## src/smc_pkg.sv

```systemverilog
package smc_pkg;
   // Clock plan
   localparam int CLK_HZ = 250_000_000;
   localparam int MCLK_HZ = 8_000_000;
   localparam int MCLK_HALF = CLK_HZ / (2 * MCLK_HZ);
   localparam int LCLK_DIV = 32;
   localparam int LCLK_NS = LCLK_DIV * (1_000_000_000 / MCLK_HZ);
   // Filter delays, counted in master clock ticks
   localparam int FILT_ON_US = 64;
   localparam int FILT_OFF_US = 16;
   localparam int FILT_ON_TICKS = FILT_ON_US * (MCLK_HZ / 1_000_000);
   localparam int FILT_OFF_TICKS = FILT_OFF_US * (MCLK_HZ / 1_000_000);
   // Timers, counted in logic clock ticks
   localparam int TMR_COUNT = 4;
   localparam int TMR_STEPS = 128;
   localparam int TMR_MIN_US = 32;
   localparam int TMR_MAX_MS = 1960;
   localparam int TMR_MIN_TICKS = (TMR_MIN_US * 1000 + LCLK_NS - 1) / LCLK_NS;
   localparam int TMR_MAX_TICKS = TMR_MAX_MS * 1_000_000 / LCLK_NS;
   // Converter path
   localparam int ADC_W = 10;
   localparam int READOUT_W = 12;
   localparam int READOUT_LO_W = 4;
   localparam int ATTEN_MULT = 3;
   // Register offsets
   localparam logic [7:0] REG_CTRL = 8'h00;
   localparam logic [7:0] REG_WIN = 8'h04;
   localparam logic [7:0] REG_FILT = 8'h08;
   localparam logic [7:0] REG_STAT = 8'h0C;
   localparam logic [7:0] REG_CONV = 8'h10;
   localparam logic [7:0] REG_RDHI = 8'h14;
   localparam logic [7:0] REG_RDLO = 8'h18;
   localparam logic [7:0] REG_TSEL = 8'h1C;
   localparam logic [7:0] REG_TCTRL = 8'h20;
   localparam logic [7:0] REG_GIN = 8'h24;
   // Control register fields and reset value; status and timer control field positions
   localparam int CTRL_OSC = 0;
   localparam int CTRL_PIN = 1;
   localparam int CTRL_DIVOUT = 2;
   localparam int CTRL_ATTEN = 3;
   localparam logic [3:0] CTRL_RST = 4'h1;
   localparam int STAT_SEC_POS = 16;
   localparam int TCTRL_CLR_POS = 4;

   typedef struct packed {
      logic [7:0] addr;
      logic [31:0] wdata;
      logic wr;
      logic rd;
   } smc_bus_t;

   typedef struct packed {
      logic start;
      logic [3:0] chan;
      logic atten;
   } smc_conv_t;

   typedef enum logic {CV_IDLE, CV_BUSY} smc_conv_st_t;
endpackage : smc_pkg

```

## src/smc_channel.sv

```systemverilog
`timescale 1ns/1ps
module smc_channel
(
   input wire logic clk,
   input wire logic rst,
   input wire logic upper,
   input wire logic lower,
   input wire logic win_mode,
   input wire logic filt_en,
   input wire logic mtick,
   input wire logic ltick,
   output logic primary,
   output logic secondary
);
   import smc_pkg::*;

   localparam logic [9:0] ON_LAST = 10'(FILT_ON_TICKS - 1);
   localparam logic [9:0] OFF_LAST = 10'(FILT_OFF_TICKS - 1);

   typedef struct packed {
      logic [1:0] stab;
      logic [1:0][9:0] cnt;
      logic pri;
      logic sec;
   } smc_chan_st_t;

   smc_chan_st_t s_r;
   smc_chan_st_t s_nxt;
   logic [1:0] raw;
   logic [9:0] last;

   // Window select, then a stability filter per path, then logic clock retiming
   always_comb
   begin
      s_nxt = s_r;
      raw[0] = win_mode ? (lower & ~upper) : upper;
      raw[1] = lower;
      last = filt_en ? ON_LAST : OFF_LAST;
      if (mtick)
      begin
         for (int i = 0; i < 2; i++)
         begin
            if (raw[i] == s_r.stab[i])
            begin
               s_nxt.cnt[i] = '0;
            end
            else if (s_r.cnt[i] == last)
            begin
               s_nxt.stab[i] = raw[i];
               s_nxt.cnt[i] = '0;
            end
            else
            begin
               s_nxt.cnt[i] = s_r.cnt[i] + 10'h001;
            end
         end
      end
      // Downstream only ever sees changes on the logic clock
      if (ltick)
      begin
         s_nxt.pri = s_r.stab[0];
         s_nxt.sec = s_r.stab[1];
      end
   end

   always_ff @(posedge clk or posedge rst)
   begin
      if (rst)
         s_r <= '0;
      else
         s_r <= s_nxt;
   end

   assign primary = s_r.pri;
   assign secondary = s_r.sec;

   AST_SEC_ON_LTICK: assert property (@(posedge clk) disable iff (rst) !ltick |=> $stable(secondary))
      else $error("secondary changed without logic clock");
   AST_FILT_DELAY: assert property (@(posedge clk) disable iff (rst)
      (mtick && raw[1] != s_r.stab[1] && s_r.cnt[1] == last) |=> s_r.stab[1] == $past(raw[1]))
      else $error("filter did not pass after full delay");
   AST_FILT_HOLD: assert property (@(posedge clk) disable iff (rst)
      $changed(s_r.stab[0]) |-> $past(s_r.cnt[0]) == $past(last))
      else $error("filter output changed early");
endmodule : smc_channel

```

## src/smc_top.sv

```systemverilog
// What this block does
// - Primary output reports upper comparator or window result, per channel setting.
// - Window result is lower comparator AND NOT upper comparator.
// - Secondary output always reports the lower comparator, even in window mode.
// - Filter enabled: comparator result delayed 64 us.
// - Filter disabled: comparator result still delayed 16 us.
// - Filter stage always synchronises results to the logic clock.
// - Comparator status of every channel readable over the register port.
// - Host may request a conversion any time; result latched into readout.
// - Attenuation picks divide-by-3 (0-6 V) or divide-by-1 (0-2 V).
// - With attenuation set, raw 10-bit result times three, stored as 12 bits.
// - Readout split into upper 8 and lower 4 bits, 2 mV per count.
// - Divide-by-32 prescaler makes 250 kHz logic clock from 8 MHz master clock.
// - Master clock paces comparator sampling and filters.
// - General inputs registered on master clock, comparators on logic clock.
// - Logic state advances on the common logic clock only.
// - Standalone, master and slave clock modes select source and pin drive.
// - Logic clock driven on divided clock pin only when its switch closed.
// - Four timers on logic clock, 32 us to 1.96 s in 128 steps.
//
// Local design decisions: the address map and the address-and-strobe port.
`timescale 1ns/1ps
module smc_top
#(
   parameter int N_CH = 10,
   parameter int TMR_MAX = smc_pkg::TMR_MAX_TICKS
)
(
   input wire logic clk,
   input wire logic rst,
   input wire smc_pkg::smc_bus_t bus,
   output logic [31:0] rdata,
   input wire logic [N_CH-1:0] upper_comparator_out,
   input wire logic [N_CH-1:0] lower_comparator_out,
   input wire logic [3:0] gen_in,
   input wire logic mclk_pin_in,
   output logic mclk_pin_out,
   output logic mclk_pin_oe,
   output logic divided_clock_pin_out,
   output logic divided_clock_pin_oe,
   output smc_pkg::smc_conv_t converter_input_select,
   input wire logic conv_done,
   input wire logic [smc_pkg::ADC_W-1:0] conv_data,
   output logic [N_CH-1:0] primary_out,
   output logic [N_CH-1:0] secondary_out,
   output logic [3:0] gen_in_reg,
   output logic [smc_pkg::TMR_COUNT-1:0] timer_done
);
   import smc_pkg::*;

   localparam int HW = $clog2(MCLK_HALF);
   localparam int PW = $clog2(LCLK_DIV);
   localparam int SW = $clog2(TMR_STEPS);
   localparam int TW = $clog2(TMR_MAX + 1);
   localparam logic [HW-1:0] HALF_LAST = HW'(MCLK_HALF - 1);
   localparam logic [PW-1:0] PRE_LAST = PW'(LCLK_DIV - 1);

   typedef struct packed {
      logic [3:0] ctrl;
      logic [N_CH-1:0] win;
      logic [N_CH-1:0] filt;
      logic [HW-1:0] half;
      logic ph;
      logic pin_q;
      logic mtick;
      logic [PW-1:0] pre;
      logic ltick;
      logic [3:0] gin;
      smc_conv_st_t cst;
      smc_conv_t conv;
      logic [READOUT_W-1:0] readout;
      logic [TMR_COUNT-1:0][SW-1:0] tsel;
      logic [TMR_COUNT-1:0][TW-1:0] tcnt;
      logic [TMR_COUNT-1:0] trun;
      logic [TMR_COUNT-1:0] tdone;
      logic [31:0] rdata;
      logic mclk_oe;
      logic dclk_oe;
   } smc_top_st_t;

   smc_top_st_t s_r;
   smc_top_st_t s_nxt;
   logic [N_CH-1:0] pri_w;
   logic [N_CH-1:0] sec_w;
   logic ext_mode;
   logic int_edge;
   logic ext_edge;
   logic wr_conv;
   logic wr_tctrl;

   // Timeout in logic ticks: mantissa times base, scaled by four per exponent step
   function automatic logic [TW-1:0] smc_ticks(input logic [SW-1:0] sel);
      logic [31:0] t;
      t = ((32'(sel[3:0]) + 32'h1) * 32'(TMR_MIN_TICKS)) << (2 * sel[SW-1:4]);
      if (t > 32'(TMR_MAX))
         t = 32'(TMR_MAX);
      return TW'(t);
   endfunction : smc_ticks

   // One monitor slice per channel
   for (genvar g = 0; g < N_CH; g++)
   begin : g_ch
      smc_channel u_ch
      (
         .clk(clk),
         .rst(rst),
         .upper(upper_comparator_out[g]),
         .lower(lower_comparator_out[g]),
         .win_mode(s_r.win[g]),
         .filt_en(s_r.filt[g]),
         .mtick(s_r.mtick),
         .ltick(s_r.ltick),
         .primary(pri_w[g]),
         .secondary(sec_w[g])
      );
   end

   // Write strobes that several sections look at
   assign wr_conv = bus.wr && bus.addr == REG_CONV;
   assign wr_tctrl = bus.wr && bus.addr == REG_TCTRL;

   // Next-state logic for clocks, registers, converter and timers
   always_comb
   begin
      s_nxt = s_r;

      // Master clock: internal divider or rising edge on the clock pin
      ext_mode = !s_r.ctrl[CTRL_OSC] && s_r.ctrl[CTRL_PIN];
      int_edge = (s_r.half == HALF_LAST) && !s_r.ph;
      ext_edge = mclk_pin_in && !s_r.pin_q;
      s_nxt.pin_q = mclk_pin_in;
      if (s_r.half == HALF_LAST)
      begin
         s_nxt.half = '0;
         s_nxt.ph = ~s_r.ph;
      end
      else
      begin
         s_nxt.half = s_r.half + HW'(1);
      end
      s_nxt.mtick = ext_mode ? ext_edge : int_edge;
      s_nxt.mclk_oe = s_r.ctrl[CTRL_OSC] && s_r.ctrl[CTRL_PIN];
      s_nxt.dclk_oe = s_r.ctrl[CTRL_DIVOUT];

      // Prescaler: one logic tick per 32 master ticks
      s_nxt.ltick = 1'b0;
      if (s_r.mtick)
      begin
         s_nxt.pre = s_r.pre + PW'(1);
         s_nxt.ltick = (s_r.pre == PRE_LAST);
         s_nxt.gin = gen_in;
      end

      // Register writes
      if (bus.wr)
      begin
         if (bus.addr == REG_CTRL)
            s_nxt.ctrl = bus.wdata[3:0];
         else if (bus.addr == REG_WIN)
            s_nxt.win = bus.wdata[N_CH-1:0];
         else if (bus.addr == REG_FILT)
            s_nxt.filt = bus.wdata[N_CH-1:0];
         else if (bus.addr == REG_TSEL)
            s_nxt.tsel = bus.wdata[TMR_COUNT*SW-1:0];
      end

      // Converter: latch the result, scaled by the attenuator setting
      s_nxt.conv.start = 1'b0;
      if (s_r.cst == CV_BUSY && conv_done)
      begin
         if (s_r.conv.atten)
            s_nxt.readout = READOUT_W'(conv_data) * READOUT_W'(ATTEN_MULT);
         else
            s_nxt.readout = READOUT_W'(conv_data);
         s_nxt.cst = CV_IDLE;
      end
      // A new request is always taken, even mid-conversion; the old one is dropped
      if (wr_conv)
      begin
         s_nxt.conv.chan = bus.wdata[3:0];
         s_nxt.conv.atten = s_r.ctrl[CTRL_ATTEN];
         s_nxt.conv.start = 1'b1;
         s_nxt.cst = CV_BUSY;
      end

      // Timers: clear first so an expiry in the same cycle still sets done
      for (int i = 0; i < TMR_COUNT; i++)
      begin
         if (wr_tctrl && bus.wdata[TCTRL_CLR_POS + i])
            s_nxt.tdone[i] = 1'b0;
         if (s_r.ltick && s_r.trun[i])
         begin
            if (s_r.tcnt[i] == TW'(1))
            begin
               s_nxt.tcnt[i] = '0;
               s_nxt.trun[i] = 1'b0;
               s_nxt.tdone[i] = 1'b1;
            end
            else
            begin
               s_nxt.tcnt[i] = s_r.tcnt[i] - TW'(1);
            end
         end
         if (wr_tctrl && bus.wdata[i])
         begin
            s_nxt.tcnt[i] = smc_ticks(s_r.tsel[i]);
            s_nxt.trun[i] = 1'b1;
         end
      end

      // Read data stand for one cycle only, zero otherwise
      s_nxt.rdata = '0;
      if (bus.rd)
      begin
         if (bus.addr == REG_CTRL)
            s_nxt.rdata = 32'(s_r.ctrl);
         else if (bus.addr == REG_WIN)
            s_nxt.rdata = 32'(s_r.win);
         else if (bus.addr == REG_FILT)
            s_nxt.rdata = 32'(s_r.filt);
         else if (bus.addr == REG_STAT)
            s_nxt.rdata = 32'(pri_w) | (32'(sec_w) << STAT_SEC_POS);
         else if (bus.addr == REG_CONV)
            s_nxt.rdata = 32'({s_r.cst == CV_BUSY, s_r.conv.chan});
         else if (bus.addr == REG_RDHI)
            s_nxt.rdata = 32'(s_r.readout[READOUT_W-1:READOUT_LO_W]);
         else if (bus.addr == REG_RDLO)
            s_nxt.rdata = 32'(s_r.readout[READOUT_LO_W-1:0]);
         else if (bus.addr == REG_TSEL)
            s_nxt.rdata = 32'(s_r.tsel);
         else if (bus.addr == REG_TCTRL)
            s_nxt.rdata = 32'({s_r.tdone, s_r.trun});
         else if (bus.addr == REG_GIN)
            s_nxt.rdata = 32'(s_r.gin);
      end
   end

   // Everything clears at reset; clock mode comes up standalone
   always_ff @(posedge clk or posedge rst)
   begin
      if (rst)
      begin
         s_r <= '0;
         s_r.ctrl <= CTRL_RST;
      end
      else
      begin
         s_r <= s_nxt;
      end
   end

   // Outputs straight from state flip-flops
   assign rdata = s_r.rdata;
   assign mclk_pin_out = s_r.ph;
   assign mclk_pin_oe = s_r.mclk_oe;
   assign divided_clock_pin_out = s_r.pre[PW-1];
   assign divided_clock_pin_oe = s_r.dclk_oe;
   assign converter_input_select = s_r.conv;
   assign primary_out = pri_w;
   assign secondary_out = sec_w;
   assign gen_in_reg = s_r.gin;
   assign timer_done = s_r.tdone;

   AST_PRESCALE: assert property (@(posedge clk) disable iff (rst)
      s_r.ltick |-> s_r.pre == '0 && $past(s_r.pre) == PRE_LAST)
      else $error("logic tick not at prescaler wrap");
   AST_MASTER_OE: assert property (@(posedge clk) disable iff (rst)
      (s_r.ctrl[CTRL_OSC] && s_r.ctrl[CTRL_PIN]) |=> mclk_pin_oe)
      else $error("master mode does not drive clock pin");
   AST_STANDALONE_TRI: assert property (@(posedge clk) disable iff (rst)
      !s_r.ctrl[CTRL_PIN] |=> !mclk_pin_oe)
      else $error("clock pin driven outside master mode");
   AST_DIVOUT: assert property (@(posedge clk) disable iff (rst)
      !s_r.ctrl[CTRL_DIVOUT] |=> !divided_clock_pin_oe)
      else $error("divided clock driven with switch open");
   AST_ATTEN: assert property (@(posedge clk) disable iff (rst)
      (s_r.cst == CV_BUSY && conv_done && s_r.conv.atten)
      |=> s_r.readout == 12'($past(conv_data)) * 12'h003)
      else $error("attenuated readout not three times raw");
   AST_NO_ATTEN: assert property (@(posedge clk) disable iff (rst)
      (s_r.cst == CV_BUSY && conv_done && !s_r.conv.atten)
      |=> s_r.readout == 12'($past(conv_data)))
      else $error("plain readout differs from raw");
   AST_CONV_START: assert property (@(posedge clk) disable iff (rst)
      wr_conv |=> converter_input_select.start && converter_input_select.chan == $past(bus.wdata[3:0])
      ##1 !converter_input_select.start)
      else $error("conversion request not issued as one pulse");
   AST_TIMER_STEP: assert property (@(posedge clk) disable iff (rst)
      (s_r.trun[0] && !s_r.ltick && !wr_tctrl) |=> s_r.tcnt[0] == $past(s_r.tcnt[0]))
      else $error("timer moved without logic tick");
   AST_STATUS: assert property (@(posedge clk) disable iff (rst)
      (bus.rd && bus.addr == REG_STAT) |=> rdata[N_CH-1:0] == $past(pri_w))
      else $error("status read does not show primary outputs");
   AST_RD_ONE_CYCLE: assert property (@(posedge clk) disable iff (rst)
      !bus.rd |=> rdata == 32'h0000_0000)
      else $error("read data held beyond one cycle");
endmodule : smc_top

```

## config.mk

```make
export PLATFORM = sky130hd
export DESIGN_NAME = smc_top
export DESIGN_NICKNAME = d
export VERILOG_FILES = /design/src/smc_pkg.sv /design/src/smc_channel.sv /design/src/smc_top.sv
export SDC_FILE = /design/constraint.sdc
export NUM_CORES = 1
export LEC_CHECK = 0
export ABC_AREA = 1
export BUFFER_PORTS_ARGS = -buffer_cell sky130_fd_sc_hd__buf_4
export CAP_MARGIN = 25
export CORE_MARGIN = 8
export CORE_UTILIZATION = 55
export CTS_CLUSTER_SIZE = 10
export DETAILED_ROUTE_END_ITERATION = 16
export PLACE_DENSITY_LB_ADDON = 0.3
export SYNTH_ARGS = -nofsm -noshare
export SYNTH_HDL_FRONTEND = slang
export SYNTH_SLANG_ARGS = --single-unit
```

## constraint.sdc

```tcl
create_clock -name clk -period 23.1 [get_ports clk]
set_input_delay 1.155 -clock clk [delete_from_list [all_inputs] [get_ports clk]]
set_output_delay 1.155 -clock clk [all_outputs]
set_load 0.1 [all_outputs]
```

==> results of run 1 <==
## logic make-up after synthesis
kind of cell,after synthesis,share of synthesized area (%)
flip-flops,442,44.0
other,1,0.0149
adder cells (fa/ha/maj),45,2.27
XOR/XNOR,123,4.28
AO/OA/AOI/OAI,589,12.9
AND/OR/NAND/NOR,1494,26.1
buffers and inverters,522,9.27
multiplexers,27,1.12
## cell usage after synthesis (25+ instances only)
cell	instances	share of area [%]
a21oi_1	233	4.6
nand2_1	636	9.5
xor2_1	100	3.5
o21ai_0	225	4.5
o22ai_1	25	0.62
clkbuf_1	35	0.52
nor2_1	370	5.5
ha_1	44	2.2
nand4_1	50	1.2
buf_4	74	2.2
nand3_1	213	4.2
buf_2	27	0.54
nor3_1	120	2.4
inv_1	348	5.2
dfrtp_1	441	44
## cells in the final DEF, fill, tap and decap left out, types with 8 or more instances in the layout
cell and n:
a21oi_1 233, a22oi_1 12, a31oi_1 23, and3_1 11, buf_4 150, clkbuf_1 17
clkbuf_16 53, dfrtp_1 440, ha_1 44, inv_1 347, inv_2 18, mux2_2 9
mux2i_1 18, nand2_1 636, nand2_2 8, nand2_4 10, nand3_1 213, nand3b_1 10
nand4_1 50, nor2_1 370, nor3_1 120, nor3b_1 13, nor4_1 8, o211ai_1 9
o21a_1 8, o21ai_0 225, o22ai_1 25, o32ai_1 9, or2_2 18, xnor2_1 23
xor2_1 100
## power groups by stage
stage          clock network [mW]  logic, mW  registers, mW
2_1_floorplan                   0      0.208          0.866
3_3_place_gp                    0      0.255          0.878
3_5_place_dp                    0      0.264          0.881
4_1_cts                     0.772      0.266          0.868
5_1_grt                     0.803      0.305          0.875
6_report                    0.761      0.268          0.869
## final timing paths
check,from,endpoint,slack [ns]
max in group asynchronous,rst,g_ch[6].u_ch.s_r[17],20.35
worst max register to register,s_r[175],g_ch[8].u_ch.s_r[11],19.61
min in group asynchronous,rst,g_ch[9].u_ch.s_r[9],0.74
worst max-delay path,s_r[175],g_ch[8].u_ch.s_r[11],19.61
worst min register to register,s_nxt[0],divided_clock_pin_oe,0.41
worst min-delay path,s_nxt[0],divided_clock_pin_oe,0.41
## worst max-delay path, delay by kind of cell, from the launching register on
family,cells,cell delay [ns]
buf+inv,2,1.43
simple gates,5,0.95
flops,1,0.76
compound gates,2,0.20
## through the flow
step           cells  setup slack (ns)  utilization (%)
5_1_grt         3928             19.30             61.2
6_report        3928             19.61             61.2
3_5_place_dp    3844             19.38             57.7
2_1_floorplan   3246              9.63                -
4_1_cts         3925             19.63             61.1
3_3_place_gp    3844             19.42             57.7
## area by class of cell
class	count	share of cell area [%]
inverter	370	5.04
timing repair buffer	153	4.32
clock buffer	77	5.36
tap	600	2.71
clock inverter	4	0.181
sequential	442	39.9
multi-input combinational	2282	42.5
## per-layer routing
layer | wire length [um] | share of wire [%]
met5 | 13 | 0.020
met3 | 3890 | 5.9
met2 | 30800 | 46
met1 | 29100 | 44
met4 | 2700 | 4.1
==> results.sh, run 1 <==
export IMPL_grt_pass1_wl_um=108000
export IMPL_cpMaxStageDelayCell="dfrtp_4"
export IMPL_arrival_ns=4.02
export IMPL_grt_util_met2_pct=39.4
export IMPL_timing_final_crit_share_pct=15.1
export IMPL_ir_worst_vdd_mv=0.0541
export IMPL_max_cap_viol_count=0
export IMPL_cts_sinks=442
export IMPL_synth_edf_count=0
export IMPL_vias_per_cell=5.68
export IMPL_wl_per_cell_um=16.9
export IMPL_cts_resized=0
export IMPL_antenna_found_initial=1
export IMPL_share_comb_of_total_power_pct=14.1
export IMPL_rows=78
export IMPL_cts_tree="built"
export IMPL_cts_root_buf="clkbuf_16"
export IMPL_drc_errors=0
export IMPL_cts_clk_slew_worst_paths_ns=0.06
export IMPL_die_h_um=230
export IMPL_finalCriticalPeriod_ns=3.49
export IMPL_status="complete, no violations"
export IMPL_initial_core_util_pct=55.6
export IMPL_place_port_buffers=141
export IMPL_fin_worst_skew_ns=0.0139
export IMPL_start_kind="register"
export IMPL_clk_latency_ns=0.61
export IMPL_post_cts_setup_buffer_count=0
export IMPL_max_slew_margin_rel_pct=32.2
export IMPL_clock_path_buffers=3
export IMPL_worstPathRequired_ns=23.62
export IMPL_ctsHoldBuffers=0
export IMPL_final_cell_area_um2=27700
export IMPL_grt_remaining_overflow=0
export IMPL_tightestPinTransition_ns=1.01
export IMPL_switchingPower_uw=543
export IMPL_grt_pass1_vias=21462
export IMPL_ys_ff_latch=442
export IMPL_worst_r2r_cell_count=9
export IMPL_p_sw_share_pct=28.6
export IMPL_pwr_share_seq_pct=45.8
export IMPL_design_die_area_um2=52800
export IMPL_grt_usage_pct=24.4
export IMPL_core_area_um2=45300
export IMPL_regArea_um2=11100
export IMPL_crit_chain="buf_4, buf_4, nand2_1, nor3_2, nand3_1, nand3b_1, nor3_2, o21bai_1, a21oi_1"
export IMPL_use_met3_pct=3.89
export IMPL_max_stage_delay_ns=0.76
export IMPL_ys_flop_type="dfrtp_1"
export IMPL_multiInputGateArea_um2=11800
export IMPL_firstDrtPassIters=6
export IMPL_drtAntennaViolNets=0
export IMPL_async_flop_share_pct=100
export IMPL_syn_area_per_cell_um2=7.76
export IMPL_dp_hpwl_um=48300
export IMPL_drt_iter0_markers=2105
export IMPL_end_kind="register"
export IMPL_ys_seq_area_share_pct=44.0
export IMPL_syn_to_final_growth_pct=10.2
export IMPL_vias=22301
export IMPL_grtUsageMet1_pct=32.5
export IMPL_setup_viol=0
export IMPL_p_leak_nw=13.3
export IMPL_final_hold_viol_count=0
export IMPL_worst_setup_path_type="register to register"
export IMPL_ioPinCount=150
export IMPL_placed_area_um2=26100
export IMPL_drive_gt1_share_pct=9.44
export IMPL_largest_register_ffs=220
export IMPL_netlist_area_um2=25200
export IMPL_grt_start_max_net_pins=126
export IMPL_htreeDepth=2
export IMPL_syn_inst=3243
export IMPL_globalplace_congestion=0.931
export IMPL_min_path_type="register to register"
export IMPL_fin_setup_tns_ns=0
export IMPL_cts_made_buffers=52
export IMPL_finalPower_mw=1.90
export IMPL_rsz0062_at_grt="false"
export IMPL_layout_nets=3426
export IMPL_min_path_cells=0
export IMPL_crit_fanout=77
export IMPL_fmax_ghz=0.286
export IMPL_grt_busiest_layer="met2"
export IMPL_clkPwrFrac_pct=40.1
export IMPL_yosys_warnings=0
export IMPL_largest_register="g_ch.u_ch.s_r"
export IMPL_powerDensity_nw_per_um2=68.5
export IMPL_p_int_mw=1.36
export IMPL_drt_wl_total_um=66600
export IMPL_die_width_um=230
export IMPL_ys_types=62
export IMPL_slew_viol_final=0
export IMPL_whs_ns=0.413
export IMPL_fill_cells=3983
export IMPL_antenna_cells=0
Power figures use the tool's default switching activity.
==> inputs of run 2 (changes only) <==
==> constraint.sdc (replaced) <==
create_clock -name clk -period 3.3 [get_ports clk]
set_input_delay 0.165 -clock clk [delete_from_list [all_inputs] [get_ports clk]]
set_output_delay 0.165 -clock clk [all_outputs]
set_load 0.1 [all_outputs]
==> results.sh, run 2 (synthesis gave the netlist of run 1 again) <==
export IMPL_status="complete, no violations"
export IMPL_worstPathRequired_ns=3.75
export IMPL_die_width_um=230
export IMPL_min_path_cells=6
export IMPL_fin_worst_skew_ns=0.0213
export IMPL_hold_end="g_ch[9].u_ch.s_r[22]"
export IMPL_syn_to_final_growth_pct=12.9
export IMPL_clk_latency_ns=0.61
export IMPL_cts_made_buffers=52
export IMPL_vias_per_cell=5.61
export IMPL_finalPower_mw=13.4
export IMPL_grt_pass1_wl_um=110000
export IMPL_largest_register_ffs=220
export IMPL_setup_viol=0
export IMPL_layout_cells_non_filler=3992
export IMPL_die_h_um=230
export IMPL_final_hold_viol_count=0
export IMPL_core_area_um2=45300
export IMPL_drt_iter0_markers=1874
export IMPL_clock_path_buffers=3
export IMPL_grt_remaining_overflow=0
export IMPL_timing_rr_start="s_r[139]"
export IMPL_crit_top_cell="nand2_1"
export IMPL_fmax_ghz=0.459
export IMPL_rows=78
export IMPL_finalCriticalPeriod_ns=2.18
export IMPL_start_kind="register"
export IMPL_p_leak_nw=13.6
export IMPL_worst_setup_path_type="register to register"
export IMPL_rrSetupSlack_ns=1.12
export IMPL_crit_fanout=10
export IMPL_grt_usage_pct=25.0
export IMPL_cts_resized=0
export IMPL_htreeDepth=2
export IMPL_design_die_area_um2=52800
export IMPL_drc_errors=0
export IMPL_cts_sinks=442
export IMPL_slew_viol_final=0
export IMPL_firstDrtPassIters=5
export IMPL_drtAntennaViolNets=0
export IMPL_tightestPinTransition_ns=0.864
export IMPL_max_stage_delay_ns=0.42
export IMPL_antenna_found_initial=2
export IMPL_layout_commonest_cell="nand2_1"
export IMPL_grt_pass1_vias=21686
export IMPL_max_slew_margin_rel_pct=42.3
export IMPL_min_path_type="primary input to register"
export IMPL_dp_cells=3856
export IMPL_antenna_cells=0
export IMPL_ioPinCount=150
export IMPL_min_from="upper_comparator_out[9]"
export IMPL_ir_worst_vdd_mv=0.416
export IMPL_arrival_ns=2.63
export IMPL_grt_start_max_net_pins=95
export IMPL_startpoint="s_r[139]"
export IMPL_worst_r2r_cell_count=10
export IMPL_cpMaxStageDelayCell="dfrtp_1"
export IMPL_globalplace_congestion=0.950
export IMPL_reg2reg_to="s_r[117]"
export IMPL_wl_per_cell_um=16.8
export IMPL_cts_root_buf="clkbuf_16"
export IMPL_powerDensity_nw_per_um2=470
export IMPL_vias=22376
export IMPL_largest_register="g_ch.u_ch.s_r"
export IMPL_end_kind="register"
export IMPL_layout_nets=3493
export IMPL_drive_gt1_share_pct=9.49
export IMPL_crit_chain="ha_1, xor2_1, nand2_1, nand2_1, o21ai_0, nor2_1, nand2_1, nand2_1, o21ai_0, nand3_1"
export IMPL_layout_common_cells="636 x nand2_1, 440 x dfrtp_1, 370 x nor2_1"
export IMPL_initial_core_util_pct=55.6
export IMPL_post_cts_setup_buffer_count=0
export IMPL_timing_final_crit_share_pct=66.0
export IMPL_drt_wl_total_um=67000
export IMPL_max_cap_viol_count=0
export IMPL_cts_tree="built"
export IMPL_rsz0062_at_grt="false"
export IMPL_fin_ws_ns=1.12
export IMPL_place_port_buffers=141
export IMPL_dp_hpwl_um=49400
export IMPL_pre_cts_ws_ns=1.08
export IMPL_fill_cells=3849
export IMPL_cts_clk_slew_worst_paths_ns=0.06
[run 2: repair_timing]
item	in CTS	in global routing
endpoints found under the setup margin	0	0
hold buffers	58	0
endpoints found under the hold margin	122	0
[run 2: through the flow]
| step | TNS [ns] | utilization, % | hold WS (ns) | instance area [um2] |
|---|---|---|---|---|
| final | 0 | 62.7 | 0.0665 | 28400 |
| after detailed placement | 0 | 58.1 | 0.289 | 26300 |
| after global routing | 0 | 62.7 | 0.0917 | 28400 |
| after global placement | 0 | 58.1 | 0.287 | 26300 |
| after floorplan | -1252.48 | - | 0.196 | 25200 |
| after CTS | 0 | 62.7 | 0.0422 | 28400 |
[run 2: final cells by class]
class | count | area (um2) | share of cell area, %
sequential | 442 | 11100 | 39.0
inverter | 370 | 1400 | 4.91
clock buffer | 71 | 1410 | 4.97
clock inverter | 7 | 115 | 0.405
tap | 600 | 751 | 2.64
timing repair buffer | 220 | 1900 | 6.68
multi-input combinational | 2282 | 11800 | 41.4
[run 2: layer usage]
metal | wire length [um] | global-route usage (%) | up-vias | share of wire (%)
li1 | - | - | 10877 | -
met1 | 28900 | 32.9 | 10732 | 43
met2 | 31800 | 41.5 | 631 | 47
met3 | 3950 | 4.31 | 132 | 5.9
met4 | 2380 | 8.61 | 4 | 3.6
met5 | 25 | 0 | - | 0.037
[run 2: where the power goes]
part           internal, mW  switching (mW)
registers              5.75           0.336
logic                 0.716            1.23
clock network          3.11            2.21
total                  9.57            3.78
[run 2: worst max-delay path by stage]
| stage | endpoint |
|---|---|
| finish | s_r[117] |
| global route | s_r[72] |
| CTS | s_r[72] |
| detailed placement | s_r[52] |
| global placement | s_r[54] |
| floorplan | converter_input_select[0] |
[run 2: critical path, delay by kind of cell (launching register included)]
kind	cells	cell delay [ns]
AO/OA/AOI/OAI	2	0.51
XOR/XNOR	1	0.16
adder cells (fa/ha/maj)	1	0.24
flip-flops	1	0.42
AND/OR/NAND/NOR	6	0.72
